$ cat src/ssc_pkg.sv
package ssc_pkg;

  // register byte addresses on the avalon slave
  localparam logic [4:0] SSC_ADDR_MODE = 5'h00;
  localparam logic [4:0] SSC_ADDR_BAUD = 5'h04;
  localparam logic [4:0] SSC_ADDR_CTRL0 = 5'h08;
  localparam logic [4:0] SSC_ADDR_CTRL1 = 5'h0c;
  localparam logic [4:0] SSC_ADDR_TXBUF = 5'h10;
  localparam logic [4:0] SSC_ADDR_RXBUF = 5'h14;

  // channel_mode_register fields
  localparam int SSC_MODE_LSB = 0;
  localparam int SSC_MODE_MSB = 2;
  localparam int SSC_MODE_CLOCK_SOURCE_DIRECTION_BIT = 3;
  localparam logic [2:0] SSC_MODE_SYNC = 3'h1;
  localparam logic [2:0] SSC_MODE_RST = 3'h0;

  // control_register_zero fields
  localparam int SSC_C0_SRC_LSB = 0;
  localparam int SSC_C0_SRC_MSB = 1;
  localparam int SSC_C0_TX_SHIFT_EMPTY_FLAG_BIT = 3;
  localparam int SSC_C0_NCH_BIT = 5;
  localparam int SSC_C0_POL_BIT = 6;
  localparam int SSC_C0_ORDER_BIT = 7;

  // control_register_one fields
  localparam int SSC_C1_TE_BIT = 0;
  localparam int SSC_C1_TI_BIT = 1;
  localparam int SSC_C1_RE_BIT = 2;
  localparam int SSC_C1_RI_BIT = 3;
  localparam int SSC_C1_IRS_BIT = 4;
  localparam int SSC_C1_RRM_BIT = 5;

  // receive_buffer fields
  localparam int SSC_RB_OER_BIT = 12;

  // divider count source codes and prescaler masks
  localparam logic [1:0] SSC_SRC_F1 = 2'h0;
  localparam logic [1:0] SSC_SRC_F8 = 2'h1;
  localparam logic [1:0] SSC_SRC_F32 = 2'h2;
  localparam logic [4:0] SSC_PRE_F8_MASK = 5'h07;
  localparam logic [4:0] SSC_PRE_F32_MASK = 5'h1f;

  // reset values and bit counts
  localparam logic [7:0] SSC_BAUD_RST = 8'h00;
  localparam logic [7:0] SSC_BYTE_RST = 8'h00;
  localparam logic [2:0] SSC_BIT_LAST = 3'h7;
  localparam logic [2:0] SSC_BIT_OVR = 3'h6;

  typedef enum logic [1:0] {
    SSC_IDLE = 2'b00,
    SSC_LEAD = 2'b01,
    SSC_TRAIL = 2'b10
  } ssc_state_t;

endpackage

$ cat src/ssc_clk_if.sv
`timescale 1ns/1ps
interface ssc_clk_if;
  logic restart;
  logic [1:0] count_src;
  logic [7:0] divider;
  logic half_tick;

  modport gen (
    input restart,
    input count_src,
    input divider,
    output half_tick
  );

  modport core (
    output restart,
    output count_src,
    output divider,
    input half_tick
  );
endinterface

$ cat src/ssc_baud_gen.sv
`timescale 1ns/1ps
module ssc_baud_gen (
  // clock and reset
  input wire logic i_sys_clk,
  input wire logic i_rst_n,
  // link to the channel core
  ssc_clk_if.gen bg
);

  logic [4:0] pre_reg;
  logic [7:0] cnt_reg;
  logic src_tick;

  // prescaler runs free so the selected source keeps its phase
  always_ff @(posedge i_sys_clk or negedge i_rst_n) begin
    if (!i_rst_n) begin
      pre_reg <= 5'h00;
    end else begin
      pre_reg <= pre_reg + 5'h01;
    end
  end

  always_comb begin
    case (bg.count_src)
      ssc_pkg::SSC_SRC_F8: src_tick = ((pre_reg & ssc_pkg::SSC_PRE_F8_MASK) ==
                                       ssc_pkg::SSC_PRE_F8_MASK);
      ssc_pkg::SSC_SRC_F32: src_tick = (pre_reg == ssc_pkg::SSC_PRE_F32_MASK);
      default: src_tick = 1'b1;
    endcase
  end

  // one half period is n+1 source ticks, so a full bit is 2(n+1)
  always_ff @(posedge i_sys_clk or negedge i_rst_n) begin
    if (!i_rst_n) begin
      cnt_reg <= ssc_pkg::SSC_BAUD_RST;
      bg.half_tick <= 1'b0;
    end else if (bg.restart) begin
      cnt_reg <= ssc_pkg::SSC_BAUD_RST;
      bg.half_tick <= 1'b0;
    end else if (src_tick && (cnt_reg >= bg.divider)) begin
      cnt_reg <= ssc_pkg::SSC_BAUD_RST;
      bg.half_tick <= 1'b1;
    end else begin
      cnt_reg <= src_tick ? cnt_reg + 8'h01 : cnt_reg;
      bg.half_tick <= 1'b0;
    end
  end

endmodule

$ cat src/ssc_top.sv
`timescale 1ns/1ps
module ssc_top (
  // clock and reset
  input wire logic i_sys_clk,
  input wire logic i_rst_n,
  // avalon-mm slave
  input wire logic [4:0] i_avs_address,
  input wire logic i_avs_read,
  input wire logic i_avs_write,
  input wire logic [31:0] i_avs_writedata,
  input wire logic [3:0] i_avs_byteenable,
  output logic [31:0] o_avs_readdata,
  output logic o_avs_waitrequest,
  // serial link pins
  output logic o_txd_out,
  output logic o_txd_oe,
  input wire logic i_rxd,
  input wire logic i_clk_in,
  output logic o_clk_out,
  output logic o_clk_oe,
  // interrupt requests to the interrupt controller
  output logic o_tx_irq,
  output logic o_rx_irq
);

  logic rst_meta_reg;
  logic rst_n_reg;

  // registers
  logic [2:0] mode_reg;
  logic clock_source_direction_reg;
  logic [7:0] baud_reg;
  logic [1:0] src_reg;
  logic nch_reg;
  logic pol_reg;
  logic order_reg;
  logic te_reg;
  logic re_reg;
  logic irs_reg;
  logic rrm_reg;
  logic [7:0] txbuf_reg;
  logic [7:0] rxbuf_reg;
  logic ti_reg;
  logic ri_reg;
  logic oer_reg;
  logic tx_shift_empty_flag_reg;

  // transfer engine
  ssc_pkg::ssc_state_t state_reg;
  logic [7:0] tx_shift_reg;
  logic [7:0] rx_shift_reg;
  logic [2:0] bit_reg;
  logic rx_on_reg;
  logic word_ovr_reg;
  logic clk_prev_reg;

  logic sync_mode;
  logic acc;
  logic wr_ok;
  logic wr_tb;
  logic rd_rb;
  logic start;
  logic lead_evt;
  logic trail_evt;
  logic word_done;
  logic bit_in;
  logic [31:0] rdata_next;

  ssc_clk_if bgi ();

  ssc_baud_gen u_baud (
    .i_sys_clk(i_sys_clk),
    .i_rst_n(rst_n_reg),
    .bg(bgi.gen)
  );

  // reset release through two flops
  always_ff @(posedge i_sys_clk or negedge i_rst_n) begin
    if (!i_rst_n) begin
      rst_meta_reg <= 1'b0;
      rst_n_reg <= 1'b0;
    end else begin
      rst_meta_reg <= 1'b1;
      rst_n_reg <= rst_meta_reg;
    end
  end

  assign sync_mode = (mode_reg == ssc_pkg::SSC_MODE_SYNC);
  // second cycle of a request is the one the master completes on
  assign acc = (i_avs_read || i_avs_write) && !o_avs_waitrequest;
  assign wr_ok = acc && i_avs_write && i_avs_byteenable[0];
  assign wr_tb = wr_ok && (i_avs_address == ssc_pkg::SSC_ADDR_TXBUF);
  assign rd_rb = acc && i_avs_read && (i_avs_address == ssc_pkg::SSC_ADDR_RXBUF);
  // blocked during a buffer write so a fresh word is never lost
  assign start = sync_mode && te_reg && !ti_reg && !wr_tb && (state_reg == ssc_pkg::SSC_IDLE);
  assign bit_in = i_rxd;

  // edge events; internal ticks alternate lead and trail
  always_comb begin
    if (!clock_source_direction_reg) begin
      lead_evt = bgi.half_tick && (state_reg == ssc_pkg::SSC_LEAD);
      trail_evt = bgi.half_tick && (state_reg == ssc_pkg::SSC_TRAIL);
    end else begin
      // relies on the peer parking its clock at the idle level
      lead_evt = (clk_prev_reg != pol_reg) && (i_clk_in == pol_reg) &&
                 (state_reg == ssc_pkg::SSC_LEAD);
      trail_evt = (clk_prev_reg == pol_reg) && (i_clk_in != pol_reg) &&
                  (state_reg == ssc_pkg::SSC_TRAIL);
    end
  end

  assign word_done = trail_evt && (bit_reg == ssc_pkg::SSC_BIT_LAST);

  assign bgi.restart = start;
  assign bgi.count_src = src_reg;
  assign bgi.divider = baud_reg;

  // avalon: one wait state, then the request completes
  always_ff @(posedge i_sys_clk or negedge rst_n_reg) begin
    if (!rst_n_reg) begin
      o_avs_waitrequest <= 1'b1;
      o_avs_readdata <= 32'h00000000;
    end else begin
      o_avs_waitrequest <= !((i_avs_read || i_avs_write) && o_avs_waitrequest);
      o_avs_readdata <= rdata_next;
    end
  end

  // unused bits read as zero; unmapped addresses read zero
  always_comb begin
    rdata_next = 32'h00000000;
    case (i_avs_address)
      ssc_pkg::SSC_ADDR_MODE: begin
        rdata_next[ssc_pkg::SSC_MODE_MSB:ssc_pkg::SSC_MODE_LSB] = mode_reg;
        rdata_next[ssc_pkg::SSC_MODE_CLOCK_SOURCE_DIRECTION_BIT] = clock_source_direction_reg;
      end
      ssc_pkg::SSC_ADDR_BAUD: rdata_next[7:0] = baud_reg;
      ssc_pkg::SSC_ADDR_CTRL0: begin
        rdata_next[ssc_pkg::SSC_C0_SRC_MSB:ssc_pkg::SSC_C0_SRC_LSB] = src_reg;
        rdata_next[ssc_pkg::SSC_C0_TX_SHIFT_EMPTY_FLAG_BIT] = tx_shift_empty_flag_reg;
        rdata_next[ssc_pkg::SSC_C0_NCH_BIT] = nch_reg;
        rdata_next[ssc_pkg::SSC_C0_POL_BIT] = pol_reg;
        rdata_next[ssc_pkg::SSC_C0_ORDER_BIT] = order_reg;
      end
      ssc_pkg::SSC_ADDR_CTRL1: begin
        rdata_next[ssc_pkg::SSC_C1_TE_BIT] = te_reg;
        rdata_next[ssc_pkg::SSC_C1_TI_BIT] = ti_reg;
        rdata_next[ssc_pkg::SSC_C1_RE_BIT] = re_reg;
        rdata_next[ssc_pkg::SSC_C1_RI_BIT] = ri_reg;
        rdata_next[ssc_pkg::SSC_C1_IRS_BIT] = irs_reg;
        rdata_next[ssc_pkg::SSC_C1_RRM_BIT] = rrm_reg;
      end
      ssc_pkg::SSC_ADDR_RXBUF: begin
        rdata_next[7:0] = rxbuf_reg;
        rdata_next[ssc_pkg::SSC_RB_OER_BIT] = oer_reg;
      end
      default: rdata_next = 32'h00000000;
    endcase
  end

  // configuration writes; only defined bits are stored
  always_ff @(posedge i_sys_clk or negedge rst_n_reg) begin
    if (!rst_n_reg) begin
      mode_reg <= ssc_pkg::SSC_MODE_RST;
      clock_source_direction_reg <= 1'b0;
      baud_reg <= ssc_pkg::SSC_BAUD_RST;
      src_reg <= ssc_pkg::SSC_SRC_F1;
      nch_reg <= 1'b0;
      pol_reg <= 1'b0;
      order_reg <= 1'b0;
      te_reg <= 1'b0;
      re_reg <= 1'b0;
      irs_reg <= 1'b0;
      rrm_reg <= 1'b0;
    end else if (wr_ok) begin
      case (i_avs_address)
        ssc_pkg::SSC_ADDR_MODE: begin
          mode_reg <= i_avs_writedata[ssc_pkg::SSC_MODE_MSB:ssc_pkg::SSC_MODE_LSB];
          clock_source_direction_reg <= i_avs_writedata[ssc_pkg::SSC_MODE_CLOCK_SOURCE_DIRECTION_BIT];
        end
        ssc_pkg::SSC_ADDR_BAUD: baud_reg <= i_avs_writedata[7:0];
        ssc_pkg::SSC_ADDR_CTRL0: begin
          src_reg <= i_avs_writedata[ssc_pkg::SSC_C0_SRC_MSB:ssc_pkg::SSC_C0_SRC_LSB];
          nch_reg <= i_avs_writedata[ssc_pkg::SSC_C0_NCH_BIT];
          pol_reg <= i_avs_writedata[ssc_pkg::SSC_C0_POL_BIT];
          order_reg <= i_avs_writedata[ssc_pkg::SSC_C0_ORDER_BIT];
        end
        ssc_pkg::SSC_ADDR_CTRL1: begin
          te_reg <= i_avs_writedata[ssc_pkg::SSC_C1_TE_BIT];
          re_reg <= i_avs_writedata[ssc_pkg::SSC_C1_RE_BIT];
          irs_reg <= i_avs_writedata[ssc_pkg::SSC_C1_IRS_BIT];
          rrm_reg <= i_avs_writedata[ssc_pkg::SSC_C1_RRM_BIT];
        end
        default: mode_reg <= mode_reg;
      endcase
    end
  end

  // transmit buffer and its empty flag
  always_ff @(posedge i_sys_clk or negedge rst_n_reg) begin
    if (!rst_n_reg) begin
      txbuf_reg <= ssc_pkg::SSC_BYTE_RST;
      ti_reg <= 1'b1;
    end else if (start) begin
      ti_reg <= 1'b1;
    end else if (wr_tb) begin
      txbuf_reg <= i_avs_writedata[7:0];
      ti_reg <= 1'b0;
    end else if (rd_rb && rrm_reg) begin
      // old buffer contents go out again as dummy data
      ti_reg <= 1'b0;
    end
  end

  // transfer sequencing
  always_ff @(posedge i_sys_clk or negedge rst_n_reg) begin
    if (!rst_n_reg) begin
      state_reg <= ssc_pkg::SSC_IDLE;
      bit_reg <= 3'h0;
      tx_shift_empty_flag_reg <= 1'b1;
      rx_on_reg <= 1'b0;
    end else if (!sync_mode) begin
      state_reg <= ssc_pkg::SSC_IDLE;
      bit_reg <= 3'h0;
      tx_shift_empty_flag_reg <= 1'b1;
      rx_on_reg <= 1'b0;
    end else begin
      case (state_reg)
        ssc_pkg::SSC_IDLE: begin
          if (start) begin
            state_reg <= ssc_pkg::SSC_LEAD;
            bit_reg <= 3'h0;
            tx_shift_empty_flag_reg <= 1'b0;
            rx_on_reg <= re_reg;
          end
        end
        ssc_pkg::SSC_LEAD: begin
          if (lead_evt) begin
            state_reg <= ssc_pkg::SSC_TRAIL;
          end
        end
        ssc_pkg::SSC_TRAIL: begin
          if (word_done) begin
            state_reg <= ssc_pkg::SSC_IDLE;
            tx_shift_empty_flag_reg <= 1'b1;
          end else if (trail_evt) begin
            state_reg <= ssc_pkg::SSC_LEAD;
            bit_reg <= bit_reg + 3'h1;
          end
        end
        default: state_reg <= ssc_pkg::SSC_IDLE;
      endcase
    end
  end

  // shift registers, bit order applies both ways
  always_ff @(posedge i_sys_clk or negedge rst_n_reg) begin
    if (!rst_n_reg) begin
      tx_shift_reg <= ssc_pkg::SSC_BYTE_RST;
      rx_shift_reg <= ssc_pkg::SSC_BYTE_RST;
    end else if (start) begin
      tx_shift_reg <= txbuf_reg;
    end else if (trail_evt) begin
      if (order_reg) begin
        tx_shift_reg <= {tx_shift_reg[6:0], 1'b0};
        rx_shift_reg <= {rx_shift_reg[6:0], bit_in};
      end else begin
        tx_shift_reg <= {1'b0, tx_shift_reg[7:1]};
        rx_shift_reg <= {bit_in, rx_shift_reg[7:1]};
      end
    end
  end

  // data output: changes on lead edge, high until first transfer
  always_ff @(posedge i_sys_clk or negedge rst_n_reg) begin
    if (!rst_n_reg) begin
      o_txd_out <= 1'b1;
      o_txd_oe <= 1'b0;
    end else begin
      if (!sync_mode) begin
        o_txd_out <= 1'b1;
      end else if (lead_evt) begin
        o_txd_out <= order_reg ? tx_shift_reg[7] : tx_shift_reg[0];
      end
      // open drain only pulls low; a high level floats
      if (!sync_mode) begin
        o_txd_oe <= 1'b0;
      end else if (nch_reg) begin
        o_txd_oe <= lead_evt ? !(order_reg ? tx_shift_reg[7] : tx_shift_reg[0])
                             : (o_txd_oe && !o_txd_out);
      end else begin
        o_txd_oe <= 1'b1;
      end
    end
  end

  // transfer clock pin
  always_ff @(posedge i_sys_clk or negedge rst_n_reg) begin
    if (!rst_n_reg) begin
      o_clk_out <= 1'b1;
      o_clk_oe <= 1'b0;
      clk_prev_reg <= 1'b1;
    end else begin
      clk_prev_reg <= i_clk_in;
      o_clk_oe <= sync_mode && !clock_source_direction_reg;
      if (lead_evt) begin
        o_clk_out <= pol_reg;
      end else if (trail_evt || (state_reg == ssc_pkg::SSC_IDLE)) begin
        o_clk_out <= !pol_reg;
      end
    end
  end

  // receive buffer, completion and overrun flags
  always_ff @(posedge i_sys_clk or negedge rst_n_reg) begin
    if (!rst_n_reg) begin
      rxbuf_reg <= ssc_pkg::SSC_BYTE_RST;
      ri_reg <= 1'b0;
      oer_reg <= 1'b0;
      word_ovr_reg <= 1'b0;
    end else begin
      if (start) begin
        word_ovr_reg <= 1'b0;
      end else if (trail_evt && rx_on_reg && (bit_reg == ssc_pkg::SSC_BIT_OVR) && ri_reg) begin
        word_ovr_reg <= 1'b1;
      end
      if (!sync_mode || !re_reg) begin
        oer_reg <= 1'b0;
      end else if (trail_evt && rx_on_reg && (bit_reg == ssc_pkg::SSC_BIT_OVR) && ri_reg) begin
        oer_reg <= 1'b1;
      end
      if (word_done && rx_on_reg) begin
        rxbuf_reg <= order_reg ? {rx_shift_reg[6:0], bit_in}
                               : {bit_in, rx_shift_reg[7:1]};
        ri_reg <= 1'b1;
      end else if (rd_rb) begin
        ri_reg <= 1'b0;
      end
    end
  end

  // interrupt request pulses to the external controller
  always_ff @(posedge i_sys_clk or negedge rst_n_reg) begin
    if (!rst_n_reg) begin
      o_tx_irq <= 1'b0;
      o_rx_irq <= 1'b0;
    end else begin
      o_tx_irq <= irs_reg ? word_done : start;
      o_rx_irq <= word_done && rx_on_reg &&
                  !word_ovr_reg;
    end
  end

endmodule

$ cat config.mk
export PLATFORM = sky130hd
export DESIGN_NAME = ssc_top
export DESIGN_NICKNAME = d
export VERILOG_FILES = /design/src/ssc_pkg.sv /design/src/ssc_clk_if.sv /design/src/ssc_baud_gen.sv /design/src/ssc_top.sv
export SDC_FILE = /design/constraint.sdc
export NUM_CORES = 1
export LEC_CHECK = 0
export ABC_CLOCK_PERIOD_IN_PS = 7350
export BUFFER_PORTS_ARGS = -buffer_cell sky130_fd_sc_hd__buf_4
export CAP_MARGIN = 20
export CORE_ASPECT_RATIO = 2
export CORE_MARGIN = 8
export CORE_UTILIZATION = 41
export DETAILED_ROUTE_END_ITERATION = 16
export GPL_TIMING_DRIVEN = 0
export REMOVE_ABC_BUFFERS = 1
export SLEW_MARGIN = 20
export SYNTH_ARGS = -nofsm -noshare
export SYNTH_HDL_FRONTEND = slang
export SYNTH_SLANG_ARGS = --single-unit
$ cat constraint.sdc
create_clock -name i_sys_clk -period 7.35 [get_ports i_sys_clk]
set_input_delay 0.3675 -clock i_sys_clk [delete_from_list [all_inputs] [get_ports i_sys_clk]]
set_output_delay 0.3675 -clock i_sys_clk [all_outputs]
set_load 0.05 [all_outputs]
==> impl_metrics.prom <==
# TYPE chip_impl_metric gauge
chip_impl_info{name="outcome",value="complete, no violations"} 1
chip_impl_metric{name="register_area_share_after_synthesis",unit="%"} 51.0
chip_impl_metric{name="antenna_cells_inserted",unit=""} 0
chip_impl_info{name="cts_tree",value="built"} 1
chip_impl_metric{name="finalSetupViolCount",unit=""} 0
chip_impl_metric{name="synth-compound-area-share",unit="%"} 12.1
chip_impl_info{name="synthMostInstantiatedCell",value="dfrtp_1"} 1
chip_impl_metric{name="die_height",unit="um"} 169
chip_impl_metric{name="grt_pass1_wl",unit="mm"} 17.8
chip_impl_metric{name="mean_instance_size_in_the_synthesized_netlist",unit="sq um"} 10.9
chip_impl_metric{name="timing.critical_path.slowest_cell_delay",unit="ps"} 710
chip_impl_metric{name="ios",unit=""} 86
chip_impl_metric{name="fin_worst_hold_slack",unit="ps"} 169
chip_impl_metric{name="clock_sinks",unit=""} 97
chip_impl_info{name="crit-reg2reg-launch",value="o_avs_waitrequest"} 1
chip_impl_info{name="worst_hold_startpoint",value="i_clk_in"} 1
chip_impl_metric{name="drt_iter0_drc",unit=""} 164
chip_impl_metric{name="floorplan.initialDensity",unit="%"} 41.3
chip_impl_metric{name="finalCritPeriodShare",unit="%"} 36.1
chip_impl_info{name="capturing_point_of_the_worst_reg2reg_path",value="tx_shift_reg[3]"} 1
chip_impl_metric{name="area.sequential",unit="sq um"} 2440
chip_impl_metric{name="ff2ff_path_depth",unit=""} 5
chip_impl_metric{name="max-cap-violations",unit=""} 0
chip_impl_metric{name="grt_max_degree",unit=""} 51
chip_impl_metric{name="globalRouteOverflowTotal",unit=""} 0
chip_impl_metric{name="fin_util",unit="%"} 46.6
chip_impl_metric{name="io_buffers",unit=""} 35
chip_impl_info{name="worstSetupStartpoint",value="o_avs_waitrequest"} 1
chip_impl_metric{name="maxClockFrequency",unit="GHz"} 0.377
chip_impl_metric{name="synth_warnings",unit=""} 0
chip_impl_metric{name="synth.cell_area",unit="sq um"} 4770
chip_impl_metric{name="die-area",unit="sq um"} 15500
chip_impl_metric{name="synth_xor_area_share",unit="%"} 0.184
chip_impl_metric{name="finalHoldViolations",unit=""} 0
chip_impl_metric{name="cp_data_required_time",unit="ps"} 7570
chip_impl_metric{name="globalRouteTotalUtil",unit="%"} 14.4
chip_impl_metric{name="yosysTopAreaCellShare",unit="%"} 47.7
chip_impl_metric{name="h-tree-depth",unit=""} 3
chip_impl_metric{name="antenna_found_initial",unit=""} 0
chip_impl_info{name="crit_path_end_kind",value="flip-flop"} 1
chip_impl_metric{name="rrSetupSlack",unit="ps"} 4700
chip_impl_metric{name="final_nets",unit=""} 532
chip_impl_metric{name="crit_path_max_fanout",unit=""} 26
chip_impl_info{name="crit_path_cell_trace",value="and3b_1 > nand3_1 > and3_2 > nor2_2 > a221o_1"} 1
chip_impl_metric{name="num_rows",unit=""} 56
chip_impl_metric{name="power_density",unit="nW/um^2"} 229
chip_impl_metric{name="clk_path_buf_depth",unit=""} 2
chip_impl_metric{name="fillers",unit=""} 1136
chip_impl_metric{name="via_per_inst",unit=""} 5.29
chip_impl_metric{name="crit_cells",unit=""} 5
chip_impl_metric{name="std_cell_core_area",unit="sq um"} 11600
chip_impl_metric{name="drt-total-wl",unit="mm"} 10.7
chip_impl_info{name="path_delay_family",value="simple AND/OR/NAND/NOR gates"} 1
chip_impl_metric{name="detailedRoute.firstPassIterationCount",unit=""} 4
chip_impl_info{name="synth_top_family_by_area",value="simple AND/OR/NAND/NOR gates"} 1
chip_impl_metric{name="multiplexer_share_of_the_synthesized_area",unit="%"} 9.99
chip_impl_info{name="netlist_top_cells_area",value="dfrtp_1 (48%), mux2_2 (6.8%), ha_1 (4.5%)"} 1
chip_impl_metric{name="routedWlPerCell",unit="um"} 17.3
chip_impl_info{name="ys.flop_type",value="dfrtp_1"} 1
chip_impl_metric{name="critPathArrivalTime",unit="ps"} 2880
chip_impl_metric{name="dp_cells",unit=""} 599
chip_impl_metric{name="insertion_delay",unit="ps"} 340
chip_impl_metric{name="report.power.total",unit="uW"} 1230
chip_impl_info{name="rsz0062_at_grt",value="false"} 1
chip_impl_metric{name="synth-adder-area-share",unit="%"} 4.46
chip_impl_metric{name="synth-seq-cells",unit=""} 97
chip_impl_metric{name="largest_register_ffs",unit=""} 9
chip_impl_metric{name="multi_input_area",unit="sq um"} 2100
chip_impl_metric{name="timing.slew.headroom",unit="%"} 40.2
chip_impl_info{name="cp-start-kind",value="flip-flop"} 1
chip_impl_metric{name="number_of_flops_mapped_to_enable_cells_by_yosys",unit=""} 0
chip_impl_info{name="synth_largest_area_cell",value="dfrtp_1"} 1
chip_impl_info{name="synth_common_cells",value="dfrtp_1 (91), nand2_1 (39), mux2_2 (29)"} 1
chip_impl_metric{name="timing.final.max_slew_violations",unit=""} 0
chip_impl_info{name="timing.critical_path.slowest_stage_cell",value="and3_2"} 1
chip_impl_info{name="hold_path.class",value="in2reg"} 1
chip_impl_metric{name="num_vias",unit=""} 3267
chip_impl_metric{name="finClkSkew",unit="ps"} 9.20
chip_impl_metric{name="final_period_minus_worst_setup_slack",unit="ps"} 2650
chip_impl_metric{name="hpwl",unit="mm"} 7.71
chip_impl_info{name="cts_root_buffer",value="clkbuf_16"} 1
chip_impl_metric{name="drive_gt1_share",unit="%"} 22.0
chip_impl_metric{name="max-vdd-ir-drop",unit="V"} 0.000199
chip_impl_metric{name="max_slew.worst_pin.slew",unit="ps"} 897
chip_impl_info{name="worstSetupPathType",value="reg2reg"} 1
chip_impl_metric{name="gp_routability_congestion",unit=""} 0.804
chip_impl_metric{name="syn_to_final_growth",unit="%"} 12.9
chip_impl_metric{name="syn_inst",unit=""} 439
chip_impl_metric{name="first_global_vias",unit=""} 3373
chip_impl_metric{name="finish.cell_count_without_fillers",unit=""} 618
chip_impl_info{name="timing.critical_path.to",value="tx_shift_reg[3]"} 1
chip_impl_metric{name="post_synth_and_or_nand_nor_area_fraction",unit="%"} 15.2
chip_impl_metric{name="cts_made_buffers",unit=""} 9
chip_impl_metric{name="path_buf_inv",unit=""} 0
chip_impl_metric{name="worst_setup_hold_path_clk_slew",unit="ps"} 70
chip_impl_metric{name="die_width",unit="um"} 92.3
chip_impl_metric{name="yosys.cell_types.count",unit=""} 56
chip_impl_metric{name="leakage_power",unit="uW"} 0.00253
chip_impl_info{name="top_register",value="o_avs_readdata"} 1
chip_impl_metric{name="drt.antenna.violating_nets",unit=""} 0
chip_impl_metric{name="synth-async-reset-ratio",unit="%"} 100
chip_impl_metric{name="sum_neg_setup_slack",unit="ps"} 0
chip_impl_metric{name="drc",unit=""} 0
[placed cells by master, fill, tap and decap left out, drive strengths merged, types with 6 or more instances in the layout]
cell,Yosys,final
mux2i,15,15
dfrtp,91,91
clkbuf,11,11
ha,17,17
a31oi,7,7
nand3,15,15
buf,33,39
a221o,7,7
nand2,39,39
nand4,6,6
mux2,29,29
nor3,10,10
nor2,31,31
o21ai,13,13
conb,2,24
a22oi,7,7
a21oi,17,17
nor2b,6,6
inv,15,16
dfstp,6,6
[worst register-to-register path, cell delays in order (launching register included)]
cell and delay [ps]:
dfstp_2 570, and3b_1 260, nand3_1 460, and3_2 710
nor2_2 190, a221o_1 340
[where the power goes]
part	internal, uW	total (uW)	switching [uW]
combinational	70.8	186	115
sequential	564	603	38.1
clock	241	444	204
[what timing repair did]
item                      CTS  global route
gates resized for setup     0             0
hold buffers                1             0
hold endpoints to repair    2             0
setup buffers               0             0
[how the worst min path moves through the flow]
| stage | depth (start not counted) | endpoint | slack (ps) |
|---|---|---|---|
| 6_report | 1 | clk_prev_reg | 170 |
| 5_1_grt | 1 | clk_prev_reg | 160 |
| 4_1_cts | 1 | clk_prev_reg | 150 |
| 3_5_place_dp | 1 | rst_meta_reg | 150 |
| 3_3_place_gp | 1 | rst_meta_reg | 150 |
| 2_1_floorplan | 0 | rst_meta_reg | 70 |
[through the flow]
| step | cell area [sq um] | setup slack, ps |
|---|---|---|
| floorplan | 4580 | 4460 |
| global placement | 5020 | 3230 |
| detailed placement | 5070 | 4330 |
| CTS | 5370 | 4310 |
| global route | 5390 | 4600 |
| finish | 5390 | 4700 |
[kinds of logic (layout without fill, tap and decap cells)]
logic type | after synthesis | after routing
AND/OR/NAND/NOR | 141 | 141
flip-flops | 97 | 97
AO/OA/AOI/OAI | 78 | 78
buffers and inverters | 59 | 71
multiplexers | 44 | 44
adder cells (fa/ha/maj) | 17 | 17
other | 2 | 24
XOR/XNOR | 1 | 1
[final cells by class]
| cell class | count | area share, % |
|---|---|---|
| sequential | 97 | 45.3 |
| clock inverter | 5 | 0.720 |
| inverter | 15 | 1.05 |
| tap | 145 | 3.37 |
| clock buffer | 11 | 4.51 |
| multi-input combinational | 305 | 39.0 |
| timing repair buffer | 40 | 6.06 |
[routing by layer]
metal | track usage [%] | part of all wire, % | vias up
li1 | - | - | 1578
met1 | 18.5 | 45 | 1614
met2 | 22.7 | 49 | 60
met3 | 3.59 | 4.3 | 15
met4 | 5.44 | 1.9 | 0
met5 | 0 | 0 | -
(Power assumes the default switching activity.)
